`config.mk`:
```
export PLATFORM = sky130hd
export DESIGN_NAME = cums_mixed_status
export DESIGN_NICKNAME = d
export VERILOG_FILES = /design/src/rtl/cums_pkg.sv /design/src/rtl/cums_mixed_status.sv /design/src/rtl/cums_guard_timer.sv
export SDC_FILE = /design/constraint.sdc
export NUM_CORES = 1
export LEC_CHECK = 0
export ABC_AREA = 1
export CORE_MARGIN = 2
export CORE_UTILIZATION = 54
export DETAILED_ROUTE_END_ITERATION = 12
export DONT_BUFFER_PORTS = 1
export PLACE_DENSITY = 0.72
export SETUP_SLACK_MARGIN = 0.2
export SLEW_MARGIN = 0
export SYNTH_ARGS = -nofsm -noshare
export SYNTH_HDL_FRONTEND = slang
export SYNTH_SLANG_ARGS = --single-unit
```
`constraint.sdc`:
```
create_clock -name ref_clk -period 1.3 [get_ports ref_clk]
set_input_delay 0.195 -clock ref_clk [delete_from_list [all_inputs] [get_ports ref_clk]]
set_output_delay 0.195 -clock ref_clk [all_outputs]
set_load 0.01 [all_outputs]
```
`src/rtl/cums_pkg.sv`:
```
package cums_pkg;
  // -----------------------------------------------------------------
  // register map
  // -----------------------------------------------------------------
  localparam logic [3:0] ADDR_MIXED_STATUS = 4'hc;
  localparam logic [3:0] ADDR_FIFO_CONTROL = 4'hc;
  localparam logic [3:0] ADDR_TX_RX_DATA = 4'hd;

  // -----------------------------------------------------------------
  // mixed status fields
  // -----------------------------------------------------------------
  localparam int BIT_CLOCK_SWITCH_DONE = 7;
  localparam int BIT_RX_FIFO_EMPTY = 6;
  localparam int BIT_BLOCK_GUARD = 5;
  localparam int BIT_CARD_PRESENT = 2;
  localparam int BIT_TX_EMPTY_RX_FULL = 0;

  // -----------------------------------------------------------------
  // fifo control fields
  // -----------------------------------------------------------------
  localparam int FCR_PEC_LSB = 4;
  localparam int FCR_FL_LSB = 0;
  localparam logic [2:0] FCR_PEC_RESET = 3'h0;
  localparam logic [2:0] FCR_FL_RESET = 3'h0;

  // -----------------------------------------------------------------
  // reset values and timing
  // -----------------------------------------------------------------
  localparam logic RX_FIFO_EMPTY_RESET = 1'b1;
  localparam logic [4:0] GUARD_ETU_T1 = 5'h16;
  localparam logic [4:0] GUARD_ETU_T0 = 5'h10;
  localparam int CLEAR_DELAY_CYCLES = 3;
endpackage

```
`src/rtl/cums_mixed_status.sv`:
```
// Summary of operation
// - set clock switch done when switch to half internal clock completes.
// - clear clock switch done on switch back, power-on, or uart reset.
// - fifo empty flag high while receive fifo empty; one after reset.
// - in T=1 restart 22 etu counter per start bit; set guard flag.
// - in T=0 restart 16 etu counter per start bit; set guard flag.
// - card present bit follows the presence contact.
// - set tx/rx flag when uart enters transmission mode.
// - set tx/rx flag per sent char, except clean last char mode.
// - set tx/rx flag when receive fifo reaches programmed length.
// - clear tx/rx flag at power-on and while uart held in reset.
// - clear tx/rx flag on transmit data write or receive data read.
// - clear tx/rx flag when uart goes back to reception mode.
// - mixed status readable at Ch, flags in bits 7,6,5,2,0.
// - writes to Ch load fifo control; reads at Ch return status.
// - drive host_irq_n low when tx/rx flag set and unmasked.
// - access-caused tx/rx flag clear takes effect three cycles later.
module cums_mixed_status (
  input wire logic ref_clk,
  input wire logic srst,
  // peripheral bus, one-cycle strobes
  input wire logic [3:0] per_addr,
  input wire logic per_rd,
  input wire logic per_wr,
  input wire logic [7:0] per_wdata,
  output logic [7:0] per_rdata,
  // uart core, same clock
  input wire logic uart_reset_release,
  input wire logic clk_switch_int_done,
  input wire logic clk_switch_xtal_done,
  input wire logic [3:0] rx_fifo_level,
  input wire logic etu_tick,
  input wire logic protocol_t1,
  input wire logic tx_mode,
  input wire logic tx_char_done,
  input wire logic tx_parity_error,
  input wire logic last_char_mode,
  input wire logic tx_rx_flag_mask,
  // pins
  input wire logic card_io_pin,
  input wire logic card_present_pin,
  // outputs
  output logic [2:0] parity_error_count,
  output logic [2:0] fifo_length,
  output logic tx_data_write,
  output logic rx_data_read,
  output logic host_irq_n
);
  logic io_meta, io_sync, io_prev;
  logic pres_meta, pres_sync;
  logic start_bit;
  logic tx_mode_prev;
  logic rx_full_prev;
  logic rx_full;
  logic [cums_pkg::CLEAR_DELAY_CYCLES-1:0] clear_pipe;
  logic clock_switch_done;
  logic rx_fifo_empty;
  logic block_guard_flag;
  logic card_present;
  logic tx_empty_rx_full;
  logic set_flag;
  logic clear_flag;
  logic [7:0] mixed_status_reg;
  logic [4:0] guard_limit;

  // -----------------------------------------------------------------
  // pin synchronisers
  // -----------------------------------------------------------------
  always_ff @(posedge ref_clk) begin
    if (srst) begin
      io_meta <= 1'b1;
      io_sync <= 1'b1;
      io_prev <= 1'b1;
      pres_meta <= 1'b0;
      pres_sync <= 1'b0;
    end else begin
      io_meta <= card_io_pin;
      io_sync <= io_meta;
      io_prev <= io_sync;
      pres_meta <= card_present_pin;
      pres_sync <= pres_meta;
    end
  end

  // a start bit is a falling edge on the idle-high line
  assign start_bit = io_prev && !io_sync;

  // -----------------------------------------------------------------
  // bus strobes and fifo control
  // -----------------------------------------------------------------
  always_ff @(posedge ref_clk) begin
    if (srst) begin
      tx_data_write <= 1'b0;
      rx_data_read <= 1'b0;
    end else begin
      tx_data_write <= per_wr && (per_addr == cums_pkg::ADDR_TX_RX_DATA);
      rx_data_read <= per_rd && (per_addr == cums_pkg::ADDR_TX_RX_DATA);
    end
  end

  always_ff @(posedge ref_clk) begin
    if (srst) begin
      parity_error_count <= cums_pkg::FCR_PEC_RESET;
      fifo_length <= cums_pkg::FCR_FL_RESET;
    end else if (per_wr && (per_addr == cums_pkg::ADDR_FIFO_CONTROL)) begin
      parity_error_count <= per_wdata[cums_pkg::FCR_PEC_LSB +: 3];
      fifo_length <= per_wdata[cums_pkg::FCR_FL_LSB +: 3];
    end
  end

  // -----------------------------------------------------------------
  // clock switch done
  // -----------------------------------------------------------------
  always_ff @(posedge ref_clk) begin
    if (srst) begin
      clock_switch_done <= 1'b0;
    end else if (!uart_reset_release || clk_switch_xtal_done) begin
      clock_switch_done <= 1'b0;
    end else if (clk_switch_int_done) begin
      clock_switch_done <= 1'b1;
    end
  end

  // -----------------------------------------------------------------
  // fifo empty, presence, block guard
  // -----------------------------------------------------------------
  always_ff @(posedge ref_clk) begin
    if (srst) begin
      rx_fifo_empty <= cums_pkg::RX_FIFO_EMPTY_RESET;
      card_present <= 1'b0;
    end else begin
      rx_fifo_empty <= (rx_fifo_level == 4'h0);
      card_present <= pres_sync;
    end
  end

  assign guard_limit = protocol_t1 ? cums_pkg::GUARD_ETU_T1 : cums_pkg::GUARD_ETU_T0;

  cums_guard_timer u_guard (
    .ref_clk(ref_clk),
    .srst(srst),
    .start_bit(start_bit),
    .etu_tick(etu_tick),
    .limit(guard_limit),
    .expired(block_guard_flag)
  );

  // -----------------------------------------------------------------
  // transmit empty / receive full
  // -----------------------------------------------------------------
  // fifo reaches programmed length
  assign rx_full = (rx_fifo_level == ({1'b0, fifo_length} + 4'h1));

  always_ff @(posedge ref_clk) begin
    if (srst) begin
      tx_mode_prev <= 1'b0;
      rx_full_prev <= 1'b0;
      clear_pipe <= '0;
    end else begin
      tx_mode_prev <= tx_mode;
      rx_full_prev <= rx_full;
      clear_pipe <= {clear_pipe[cums_pkg::CLEAR_DELAY_CYCLES-2:0],
                     per_rd_or_wr_data(per_rd, per_wr, per_addr)};
    end
  end

  function automatic logic per_rd_or_wr_data(input logic rd, input logic wr,
                                             input logic [3:0] addr);
    per_rd_or_wr_data = (rd || wr) && (addr == cums_pkg::ADDR_TX_RX_DATA);
  endfunction

  assign set_flag = (tx_mode && !tx_mode_prev)
                  || (tx_char_done && !(last_char_mode && !tx_parity_error))
                  || (rx_full && !rx_full_prev);

  assign clear_flag = clear_pipe[cums_pkg::CLEAR_DELAY_CYCLES-1]
                    || (!tx_mode && tx_mode_prev);

  // set wins over an access clear so a late event is never lost
  always_ff @(posedge ref_clk) begin
    if (srst) begin
      tx_empty_rx_full <= 1'b0;
    end else if (!uart_reset_release) begin
      tx_empty_rx_full <= 1'b0;
    end else if (set_flag) begin
      tx_empty_rx_full <= 1'b1;
    end else if (clear_flag) begin
      tx_empty_rx_full <= 1'b0;
    end
  end

  always_ff @(posedge ref_clk) begin
    if (srst) begin
      host_irq_n <= 1'b1;
    end else begin
      host_irq_n <= !(tx_empty_rx_full && !tx_rx_flag_mask);
    end
  end

  // -----------------------------------------------------------------
  // read port
  // -----------------------------------------------------------------
  // unused bits zero
  always_comb begin
    mixed_status_reg = 8'h00;
    mixed_status_reg[cums_pkg::BIT_CLOCK_SWITCH_DONE] = clock_switch_done;
    mixed_status_reg[cums_pkg::BIT_RX_FIFO_EMPTY] = rx_fifo_empty;
    mixed_status_reg[cums_pkg::BIT_BLOCK_GUARD] = block_guard_flag;
    mixed_status_reg[cums_pkg::BIT_CARD_PRESENT] = card_present;
    mixed_status_reg[cums_pkg::BIT_TX_EMPTY_RX_FULL] = tx_empty_rx_full;
  end

  always_ff @(posedge ref_clk) begin
    if (srst) begin
      per_rdata <= 8'h00;
    end else if (per_rd) begin
      per_rdata <= (per_addr == cums_pkg::ADDR_MIXED_STATUS) ? mixed_status_reg : 8'h00;
    end
  end
endmodule

```
`src/rtl/cums_guard_timer.sv`:
```
module cums_guard_timer (
  input wire logic ref_clk,
  input wire logic srst,
  input wire logic start_bit,
  input wire logic etu_tick,
  input wire logic [4:0] limit,
  output logic expired
);
  logic [4:0] count;
  logic running;

  // -----------------------------------------------------------------
  // etu counter restarted by every start bit
  // -----------------------------------------------------------------
  always_ff @(posedge ref_clk) begin
    if (srst) begin
      count <= 5'h00;
      running <= 1'b0;
    end else if (start_bit) begin
      count <= 5'h00;
      running <= 1'b1;
    end else if (running && etu_tick) begin
      count <= count + 5'h01;
      if (count + 5'h01 == limit) begin
        running <= 1'b0;
      end
    end
  end

  // a new start bit drops the flag; expiry sets it until then
  always_ff @(posedge ref_clk) begin
    if (srst) begin
      expired <= 1'b0;
    end else if (start_bit) begin
      expired <= 1'b0;
    end else if (running && etu_tick && (count + 5'h01 == limit)) begin
      expired <= 1'b1;
    end
  end
endmodule

```
After elaboration in Yosys (flattened, before gate mapping)
Index checks and enable logic that the tools add are counted.
{ "totals": {"reg_bits": 38, "inputBits": 32, "word_cells": 70, "out_inout_bits": 17} }
{ "op_classes": {"mux": 7, "bitwise": 1, "n_reduce_logical": 35, "n_addsub": 2, "eq_ne": 4} }
{ "ops": {"columns": ["op", "n"], "rows": [
  ["1-bit logical AND", 13],
  ["1-bit logical NOT", 9],
  ["4-bit == test, second input constant", 2],
  ["8-bit two-way mux", 1],
  ["2-bit nonzero test", 3],
  ["2-bit OR reduction", 3],
  ["5-bit by 1-bit adder with 5-bit output, second input constant", 1],
  ["5-bit == test", 1],
  ["1-bit logical OR", 5],
  ["1-bit two-way mux", 5],
  ["3-bit by 1-bit adder with 4-bit output, second input constant", 1],
  ["4-bit == test", 1],
  ["4-bit logical NOT", 1],
  ["3-bit two-way mux", 1],
  ["2-bit AND reduction", 1],
  ["1-bit inverter", 1]
]} }

Logic depth before layout (Yosys ltp)
Gate-level depths: netlist (run 1).
{ "logic_depth": {"word_depth": 7, "ltp_mapped": 9, "mapped_depth_nobuf": 9} }

By module
Synthesis (run 1) repeated with hierarchy kept, for this count alone.
{ "hier_totals": {"hier_cells": 205, "area_unflattened_um2": 1532.7} }
{ "modules_own_cells": {"columns": ["mod", "area_each_um2", "cells_each", "instances", "seq_area_each_um2"], "rows": [
  ["cums_mixed_status", 1103.6, 138, 1, 560.5],
  ["cums_guard_timer", 429.2, 67, 1, 140.1]
]} }

Worst setup path before layout (run 1)
Ideal clock, no wire load.
{ "synth_path": {"path_kind": "register to register", "startpoint": "reg fifo_length[0]", "endpoint": "reg tx_empty_rx_full", "n_path_buf": 0, "arrival_ns": 1.235, "setup_ns": 0.066, "path_slack_ns": -0.001, "required_time_ns": 1.234, "synth_period_minus_slack_ns": 1.301, "stages_incl_launch_ff": 7, "path_cell_list": "dfxtp_1 > ha_1 > xnor2_1 > nand2_1 > nor2_1 > nand3b_1 > a21oi_2"} }
{ "synth_via": {"elab_chain_cells": 5, "word_cells_on_any_way": 6, "classes_between": "add/sub: 1; eq/ne: 1; mux: 1; reduce/logical: 3"} }
{ "synth_lines": {"columns": ["element", "line", "rtl"], "rows": [
  ["from (decl)", "cums_mixed_status.sv:44", "output logic [2:0] fifo_length,"],
  ["from (signal assigned)", "cums_mixed_status.sv:104", "fifo_length <= cums_pkg::FCR_FL_RESET;"],
  ["from (signal assigned)", "cums_mixed_status.sv:107", "fifo_length <= per_wdata[cums_pkg::FCR_FL_LSB +: 3];"],
  ["3-bit by 1-bit adder with 4-bit output *", "cums_mixed_status.sv:152", "assign rx_full = (rx_fifo_level == ({1'b0, fifo_length} + 4'h1));"],
  ["4-bit == test *", "cums_mixed_status.sv:152", null],
  ["1-bit logical AND *", "cums_mixed_status.sv:174", "|| (rx_full && !rx_full_prev);"],
  ["1-bit logical OR *", "cums_mixed_status.sv:174", null],
  ["1-bit two-way mux or 2-bit nonzero test (tied branches)", null, null],
  ["to (signal assigned)", "cums_mixed_status.sv:184", "tx_empty_rx_full <= 1'b0;"],
  ["to (signal assigned)", "cums_mixed_status.sv:186", "tx_empty_rx_full <= 1'b1;"],
  ["to (signal assigned)", "cums_mixed_status.sv:188", "tx_empty_rx_full <= 1'b0;"],
  ["to (decl)", "cums_mixed_status.sv:60", "logic tx_empty_rx_full;"]
]} }
Mark *: on every way between the ends. The rest lies on a longest branch, timed or not.
A chain may end at the register's enable or synchronous reset.

Worst setup path in the final report (run 1)
{ "layout_path": {"startpoint": "reg u_guard.count[1]", "endpoint": "reg u_guard.running"} }
{ "layout_via": {"elab_chain_cells": 4} }
{ "layout_lines": {"columns": ["element", "line", "rtl"], "rows": [
  ["from (decl)", "cums_guard_timer.sv:9", "logic [4:0] count;"],
  ["from (signal assigned)", "cums_guard_timer.sv:23", "count <= count + 5'h01;"],
  ["5-bit by 1-bit adder with 5-bit output", "cums_guard_timer.sv:24", "if (count + 5'h01 == limit) begin"],
  ["5-bit == test", "cums_guard_timer.sv:24", null],
  ["2-bit nonzero test (no line)", null, null],
  ["2-bit AND reduction (no line)", null, null],
  ["to (signal assigned)", "cums_guard_timer.sv:18", "running <= 1'b0;"],
  ["to (signal assigned)", "cums_guard_timer.sv:21", "running <= 1'b1;"],
  ["to (signal assigned)", "cums_guard_timer.sv:25", "running <= 1'b0;"],
  ["to (decl)", "cums_guard_timer.sv:10", "logic running;"]
]} }
Every way passes these cells.

==> results of run 1 <==
[stage by stage]
step / total power, uW / TNS [ns]
5_1_grt: 2030 / -0.242
3_5_place_dp: 1250 / 0
6_report: 1930 / -0.0187
4_1_cts: 1940 / 0
2_1_floorplan: 1250 / 0
3_3_place_gp: 1240 / 0
[per-layer routing]
| layer | part of all wire, % | global-route usage (%) | wire, um |
|---|---|---|---|
| met5 | 0 | 0 | 0 |
| met2 | 51 | 36.7 | 1520 |
| met1 | 39 | 20.5 | 1170 |
| met4 | 2.0 | 7.50 | 60 |
| met3 | 7.3 | 9.84 | 217 |
[what timing repair did]
item | 4_1_cts | 5_1_grt
hold buffers | 14 | 2
gates resized for setup | 1 | 18
setup buffers | 1 | 1
endpoints found under the hold margin | 25 | 12
gates cloned | 0 | 0
endpoints found under the setup margin | 4 | 5
pin swaps | 1 | 8
[state kept, by name, summed over array words and instances (netlist names), 3 cells and up]
name / flops
clear_pipe: 3
fifo_length: 3
parity_error_count: 3
per_rdata: 5
u_guard.count: 5
[logic make-up after synthesis]
family / after synthesis / share of synthesized area (%)
simple gates: 75 / 23.8
flops: 35 / 50.3
compound gates: 31 / 12.3
buf+inv: 29 / 9.07
xor+xnor: 4 / 2.51
fa+ha+maj: 2 / 1.80
other cells: 1 / 0.269
[power breakdown]
| group | total [uW] | internal [uW] | switching (uW) |
|---|---|---|---|
| sequential | 1120 | 1100 | 23.6 |
| combinational | 146 | 71.2 | 74.6 |
| clock | 666 | 316 | 350 |
[placed cells by master (no fill, tap or decap), types with 3 or more instances in the layout]
master	n
dfxtp_4	3
a21oi_2	3
buf_4	4
inv_2	3
conb_1	3
nor2_1	14
dlygate4sd3_1	16
nand3_1	9
o21ai_1	5
dfxtp_1	30
nand2_1	32
a21oi_1	16
clkbuf_4	5
nand2_2	4
inv_1	16
[cell type report]
type	instances	area (sq um)
clock buffer	7	65.1
clock inverter	1	7.51
fill	210	697
inverter	20	75.1
multi-input combinational	115	657
sequential	35	714
tap	30	37.5
timing repair buffer	21	201
[worst max-delay path: cells and delay by family, from the launching register on]
kind / cells / cell delay, ns
AND/OR/NAND/NOR: 6 / 0.61
AO/OA/AOI/OAI: 1 / 0.05
flip-flops: 1 / 0.40
adder cells (fa/ha/maj): 1 / 0.16
[final timing paths]
check                                        to
worst max-delay path            u_guard.running
worst min-delay path             fifo_length[1]
worst max register to register  u_guard.running
worst min register to register          io_sync
==> impl_results.md, run 1 <==
- Yosys top cell by area: dfxtp_1
- Fin nets: 232
- Area grow syn2layout: 26.1%
- Fraction of registers with async set or reset after synthesis: 0%
- Post-synth top cells: nand2_1, dfxtp_1, a21oi_1, inv_1, nor2_1
- RSZ-0062 raised after global routing: yes
- Max-cap violations: 0
- Die Ht: 54.8 um
- Worst Hold Class: primary input to flip-flop
- Critical Path Start: u_guard.count[1]
- Clock tree buffer depth: 2
- Crit-path most repeated cell: nand2_1
- Slowest cell delay on critical path: 0.40 ns
- FMAX: 758 MHz
- Grt ovf: 0
- Hold_ws: -0.0845 ns
- PD cells: 1100 nW/um^2
- Final period util: 101%
- Port Buffer Count: 0
- Peak VDD IR: 1.17 mV
- Most frequent cell after synthesis: nand2_1
- Worst Slack Setup Final: -0.0187 ns
- Ys Warns: 0
- Maximum number of pins on one net before global-route repair: 18
- Avg Synthesized Cell Area: 7.87 sq um
- Starting density of the core: 56.8%
- Post-DP Area: 1440 sq um
- Non-filler instance count after layout: 229
- Clk_lat worst skew: 0.33 ns
- Total CTS buffers: 5
- Final setup violation count: 1
- RePlAce Congestion: 0.743
- Max Slew Vio Count: 0
- Unique masters post-synth: 31
- Cell Area, Synth: 1390 sq um
- Die W: 54.8 um
- Final Hold Fails: 10
- Row count: 18
- Arr. time, crit path: 1.55 ns
- Die ar.: 3000 sq um
- Vias in the first global route: 1,044
- Share of post-route cells with drive strength above 1: 20.1%
- Final Util: 71.6%
- Cells after DPL: 203
- Primary FF master, synth: dfxtp_1
- Worst hold start: srst
- Area contributors post-synth: dfxtp_1, nand2_1, a21oi_1, inv_1, nand3_1
- R2R Setup Slk: -0.02 ns
- DRC: 0
- Crit end category: flip-flop
- Post-Route WL: 2970 um
- Antenna violations before repair: 0
- Routed wire length per instance: 13.0 um
- DP Wirelength: 1890 um
- Total track usage: 20.6%
- Leakage Power: 0.000699 uW
- Outcome: complete, but fails checks
- Critical Path Source Type: flip-flop
- Crit path time final: 1.32 ns
- WP data required: 1.53 ns
- First-pass detailed-route iteration total: 4
- Worst setup path class: flip-flop to flip-flop
- Ant. Diodes: 0
- Reg clk slew, reported paths: 0.10 ns
- Crit Path Max Fanout: 4
- CTS tree: done
- Root Driver: clkbuf_4
- Detailed Route Iter0 Violations: 32
- Total number of H-tree levels: 2
- Sinks on Clock Net: 35
- CP max-delay cell: dfxtp_4
- IO Pins: 49
- Register bit count reported by yosys: 35
- Final Cell Area: 1760 sq um
- Worst Reg-to-Reg Cells: 8
- Post-synth top area share: 50.3%
- Sequential element share of the synthesized area: 50.3%
- Routed vias/inst: 5.28
- Failing checks: negative hold slack, negative setup slack
- Via total after detailed routing: 1,209
- Core footprint: 2450 sq um
- Worst r2r src: u_guard.count[1]
- Post-synth EDFFs: 0
- Post-route antenna net violation count: 0
- Clock Skew: 0.00451 ns
- Hold depth: 1
- Pre-CTS setup slack: 0.0619 ns
- CP Cell Sequence: ha_4 -> nand3_1 -> nand2_1 -> nand2_1 -> nor2_2 -> nand3_2 -> nand2_1 -> a21oi_1
- First-pass GRT wire length: 4170 um
- Syn Inst Count: 177
No activity file was read; power rests on OpenSTA's default activity.
==> run 2: changes to the inputs <==
Settings changed: CORE_ASPECT_RATIO set to 1.75, CORE_UTILIZATION 54 to 55, PLACE_DENSITY 0.72 to 0.73, SYNTH_HIERARCHICAL set to 1.
==> run 2 against run 1 <==
  * The flow finishes with violations (negative hold slack)
  * Via count is 15% higher
  * Global-route usage is 2.8 points higher
  * Register-to-register slack better by 0.02 ns
  * Cell area is 4.8% higher
  * Largest power group unchanged
==> impl_results.md, run 2 <==
- Outcome: complete, but fails checks
- Failing checks: negative hold slack
- Grt ovf: 0 (unchanged)
- Hold_ws: -0.0376 ns (+0.0469 ns)
- Detailed Route Iter0 Violations: 30 (-6.3%)
- First-pass detailed-route iteration total: 4 (unchanged)
- Critical Path Start: u_guard/count[0]
- PD cells: 1120 nW/um^2 (+1.4%)
- Final Util: 68.5% (-3.1 points)
- Area grow syn2layout: 20.2%
- Routed vias/inst: 5.44 (+3.0%)
- Slowest cell delay on critical path: 0.34 ns (-0.06 ns)
- Port Buffer Count: 0 (unchanged)
- Non-filler instance count after layout: 255 (+11%)
- Share of post-route cells with drive strength above 1: 21.1% (+0.95 points)
- Critical Path Source Type: flip-flop
- Sinks on Clock Net: 35 (unchanged)
- Total track usage: 23.4% (+2.8 points)
- Syn Inst Count: 205 (+16%)
- Die ar.: 3240 sq um (+7.9%)
- CTS tree: done
- Post-route antenna net violation count: 0 (unchanged)
- Clock Skew: 0.00492 ns (+0.000410 ns)
- Die Ht: 73.8 um (+35%)
- Final setup violation count: 0 (-1)
- Reg2reg end: u_guard/running
- First-pass GRT wire length: 5600 um (+34%)
- Cells after DPL: 237 (+17%)
- Post-synth top area share: 45.7% (-4.6 points)
- Worst Slack Setup Final: 0.00361 ns (+0.0223 ns)
- Post-synth top cells: nand2_1, dfxtp_1, inv_1, a21oi_1, nor2_1
- Post-synth EDFFs: 0 (unchanged)
- Arr. time, crit path: 1.48 ns (-0.07 ns)
- RePlAce Congestion: 0.723 (-2.6%)
- Final Hold Fails: 9 (-1)
- IO Pins: 49 (unchanged)
- Primary FF master, synth: dfxtp_1
- Core footprint: 2690 sq um (+9.6%)
- Worst r2r src: u_guard/count[0]
- Crit Path Max Fanout: 3 (-1)
- Starting density of the core: 57.0% (+0.20 points)
- Pre-CTS setup slack: 0.0327 ns (-0.0292 ns)
- Worst setup path class: flip-flop to flip-flop
- Area contributors post-synth: dfxtp_1, nand2_1, inv_1, a21oi_1, nand3_1
- Total CTS buffers: 5 (unchanged)
- Maximum number of pins on one net before global-route repair: 21 (+3)
- Multi-input gate area: 744 sq um (+13%)
- Peak VDD IR: 0.885 mV (-25%)
- Max-cap violations: 0 (unchanged)
- RSZ-0062 raised after global routing: yes
- Reg clk slew, reported paths: 0.07 ns (-0.03 ns)
- Cell Area, Synth: 1530 sq um (+10%)
- Avg Synthesized Cell Area: 7.48 sq um (-5.1%)
- R2R Setup Slk: 0.004 ns (+0.02 ns)
- Most frequent cell after synthesis: nand2_1
- Vias in the first global route: 1,384 (+33%)
- Final Cell Area: 1840 sq um (+4.8%)
- FMAX: 771 MHz (+1.7%)
- Storage cell area: 707 sq um (-1.1%)
- Fillers: 234 (+11%)
- PnR Total Power: 2060 uW (+6.3%)
- Clk_lat worst skew: 0.29 ns (-0.04 ns)
- Via total after detailed routing: 1,386 (+15%)
- Worst Reg-to-Reg Cells: 9 (+1)
- Most frequent cells in the layout: nand2_1, dfxtp_1, inv_1
- Sequential element share of the synthesized area: 45.7% (-4.6 points)
- Post-DP Area: 1610 sq um (+12%)
- Top Registers: per_rdata (5), u_guard/count (5)
- Max Slew Vio Count: 0 (unchanged)
- Unique masters post-synth: 30 (-3.2%)
- Hold depth: 1 (unchanged)
- Antenna violations before repair: 0 (unchanged)
- Worst hold start: srst
- DP Wirelength: 2320 um (+23%)
- Post-CTS Hold Buffers: 12 (-2)
- Ant. Diodes: 0 (unchanged)
- Crit end category: flip-flop
- Clock tree buffer depth: 2 (unchanged)
- Post-Route WL: 3340 um (+13%)
- Leakage Power: 0.000800 uW (+14%)
- Crit path time final: 1.30 ns (-0.0223 ns)
- WP data required: 1.48 ns (-0.05 ns)
- Worst Hold Class: primary input to flip-flop
- Total number of H-tree levels: 2 (unchanged)
- Yosys top cell by area: dfxtp_1
- Final period util: 99.7% (-1.7 points)
- Register bit count reported by yosys: 35 (unchanged)
- Row count: 25 (+7)
- DRC: 0 (unchanged)
- Die W: 43.9 um (-20%)
- Routed wire length per instance: 13.1 um (+1.2%)
- Commonest non-fill, non-tap cell in the layout: nand2_1
- CP max-delay cell: dfxtp_2
- Fraction of registers with async set or reset after synthesis: 0% (unchanged)
- CP Cell Sequence: ha_4 -> inv_2 -> nor2_1 -> nor2_1 -> nand3_1 -> nor2_1 -> nand4_1 -> nand2_1 -> a21oi_1
- Worst hold endpoint: fifo_length[1]
- Root Driver: clkbuf_8
- Crit-path most repeated cell: nor2_1
- Fin nets: 261 (+13%)
- Ys Warns: 6 (+6)
==> run 2: changes by cell type after synthesis, sizes merged, moves of 2 or more <==
cell    change
a21oi       -3
nand3       +2
inv        +17
nor3        +2
nand4       +4
clkbuf      -2
xor2        -3
o21ai       +5
nand2       +8
==> run 2: final cells by class <==
class / instances / area share [%]
tap: 27 / 1.83
clock buffer: 7 / 4.14
inverter: 36 / 7.54
multi-input combinational: 134 / 40.4
sequential: 35 / 38.4
timing repair buffer: 15 / 7.47
clock inverter: 1 / 0.272
==> run 2: where the power goes <==
part | internal (uW) | switching, uW
combinational | 74.6 | 91.8
clock | 376 | 378
sequential | 1110 | 28.9
==> run 2: routing by layer <==
layer	global-route usage, %	wire [um]	vias up	part of all wire [%]
met4	15.2	114	0	3.4
met5	0	0	-	0
met2	43.6	1900	41	57
li1	-	-	687	-
met3	7.13	167	14	5.0
met1	20.4	1160	644	35
==> run 2: timing repair <==
action | CTS | global route
pin swaps | 0 | 6
resized for setup | 1 | 14
endpoints found under the hold margin | 23 | 9
setup buffers | 0 | 0
endpoints found under the setup margin | 4 | 11
==> run 2: how the worst max path moves through the flow <==
stage	endpoint	slack, ns	cells past startpoint
after global placement	u_guard/running	0.05	9
after detailed placement	u_guard/running	0.03	9
after floorplan	u_guard/running	0.11	9
after CTS	u_guard/running	0.02	9
final	u_guard/running	0.004	9
after global routing	u_guard/running	-0.12	9
==> run 2: cell families (layout without fill, tap and decap cells) <==
kind of cell	after synthesis	count (layout)	synth area share, %
compound gates	34	34	12.5
buf+inv	43	59	11.8
other cells	2	9	0.490
fa+ha+maj	2	2	1.63
simple gates	89	89	27.8
flops	35	35	45.7
==> run 2: per-stage QoR <==
| step | hold slack, ns | setup TNS (ns) |
|---|---|---|
| floorplan | 0.264 | 0 |
| global placement | 0.260 | 0 |
| detailed placement | 0.262 | 0 |
| CTS | -0.0466 | 0 |
| global route | -0.0430 | -0.219 |
| finish | -0.0376 | 0 |
==> run 2: critical path, delay by kind of cell, from the launching register on <==
kind	cells	cell delay, ns
DFF	1	0.34
adders and majority gates	1	0.23
and+or+nand+nor	6	0.51
buffers and inverters	1	0.06
AOI/OAI and AO/OA	1	0.06
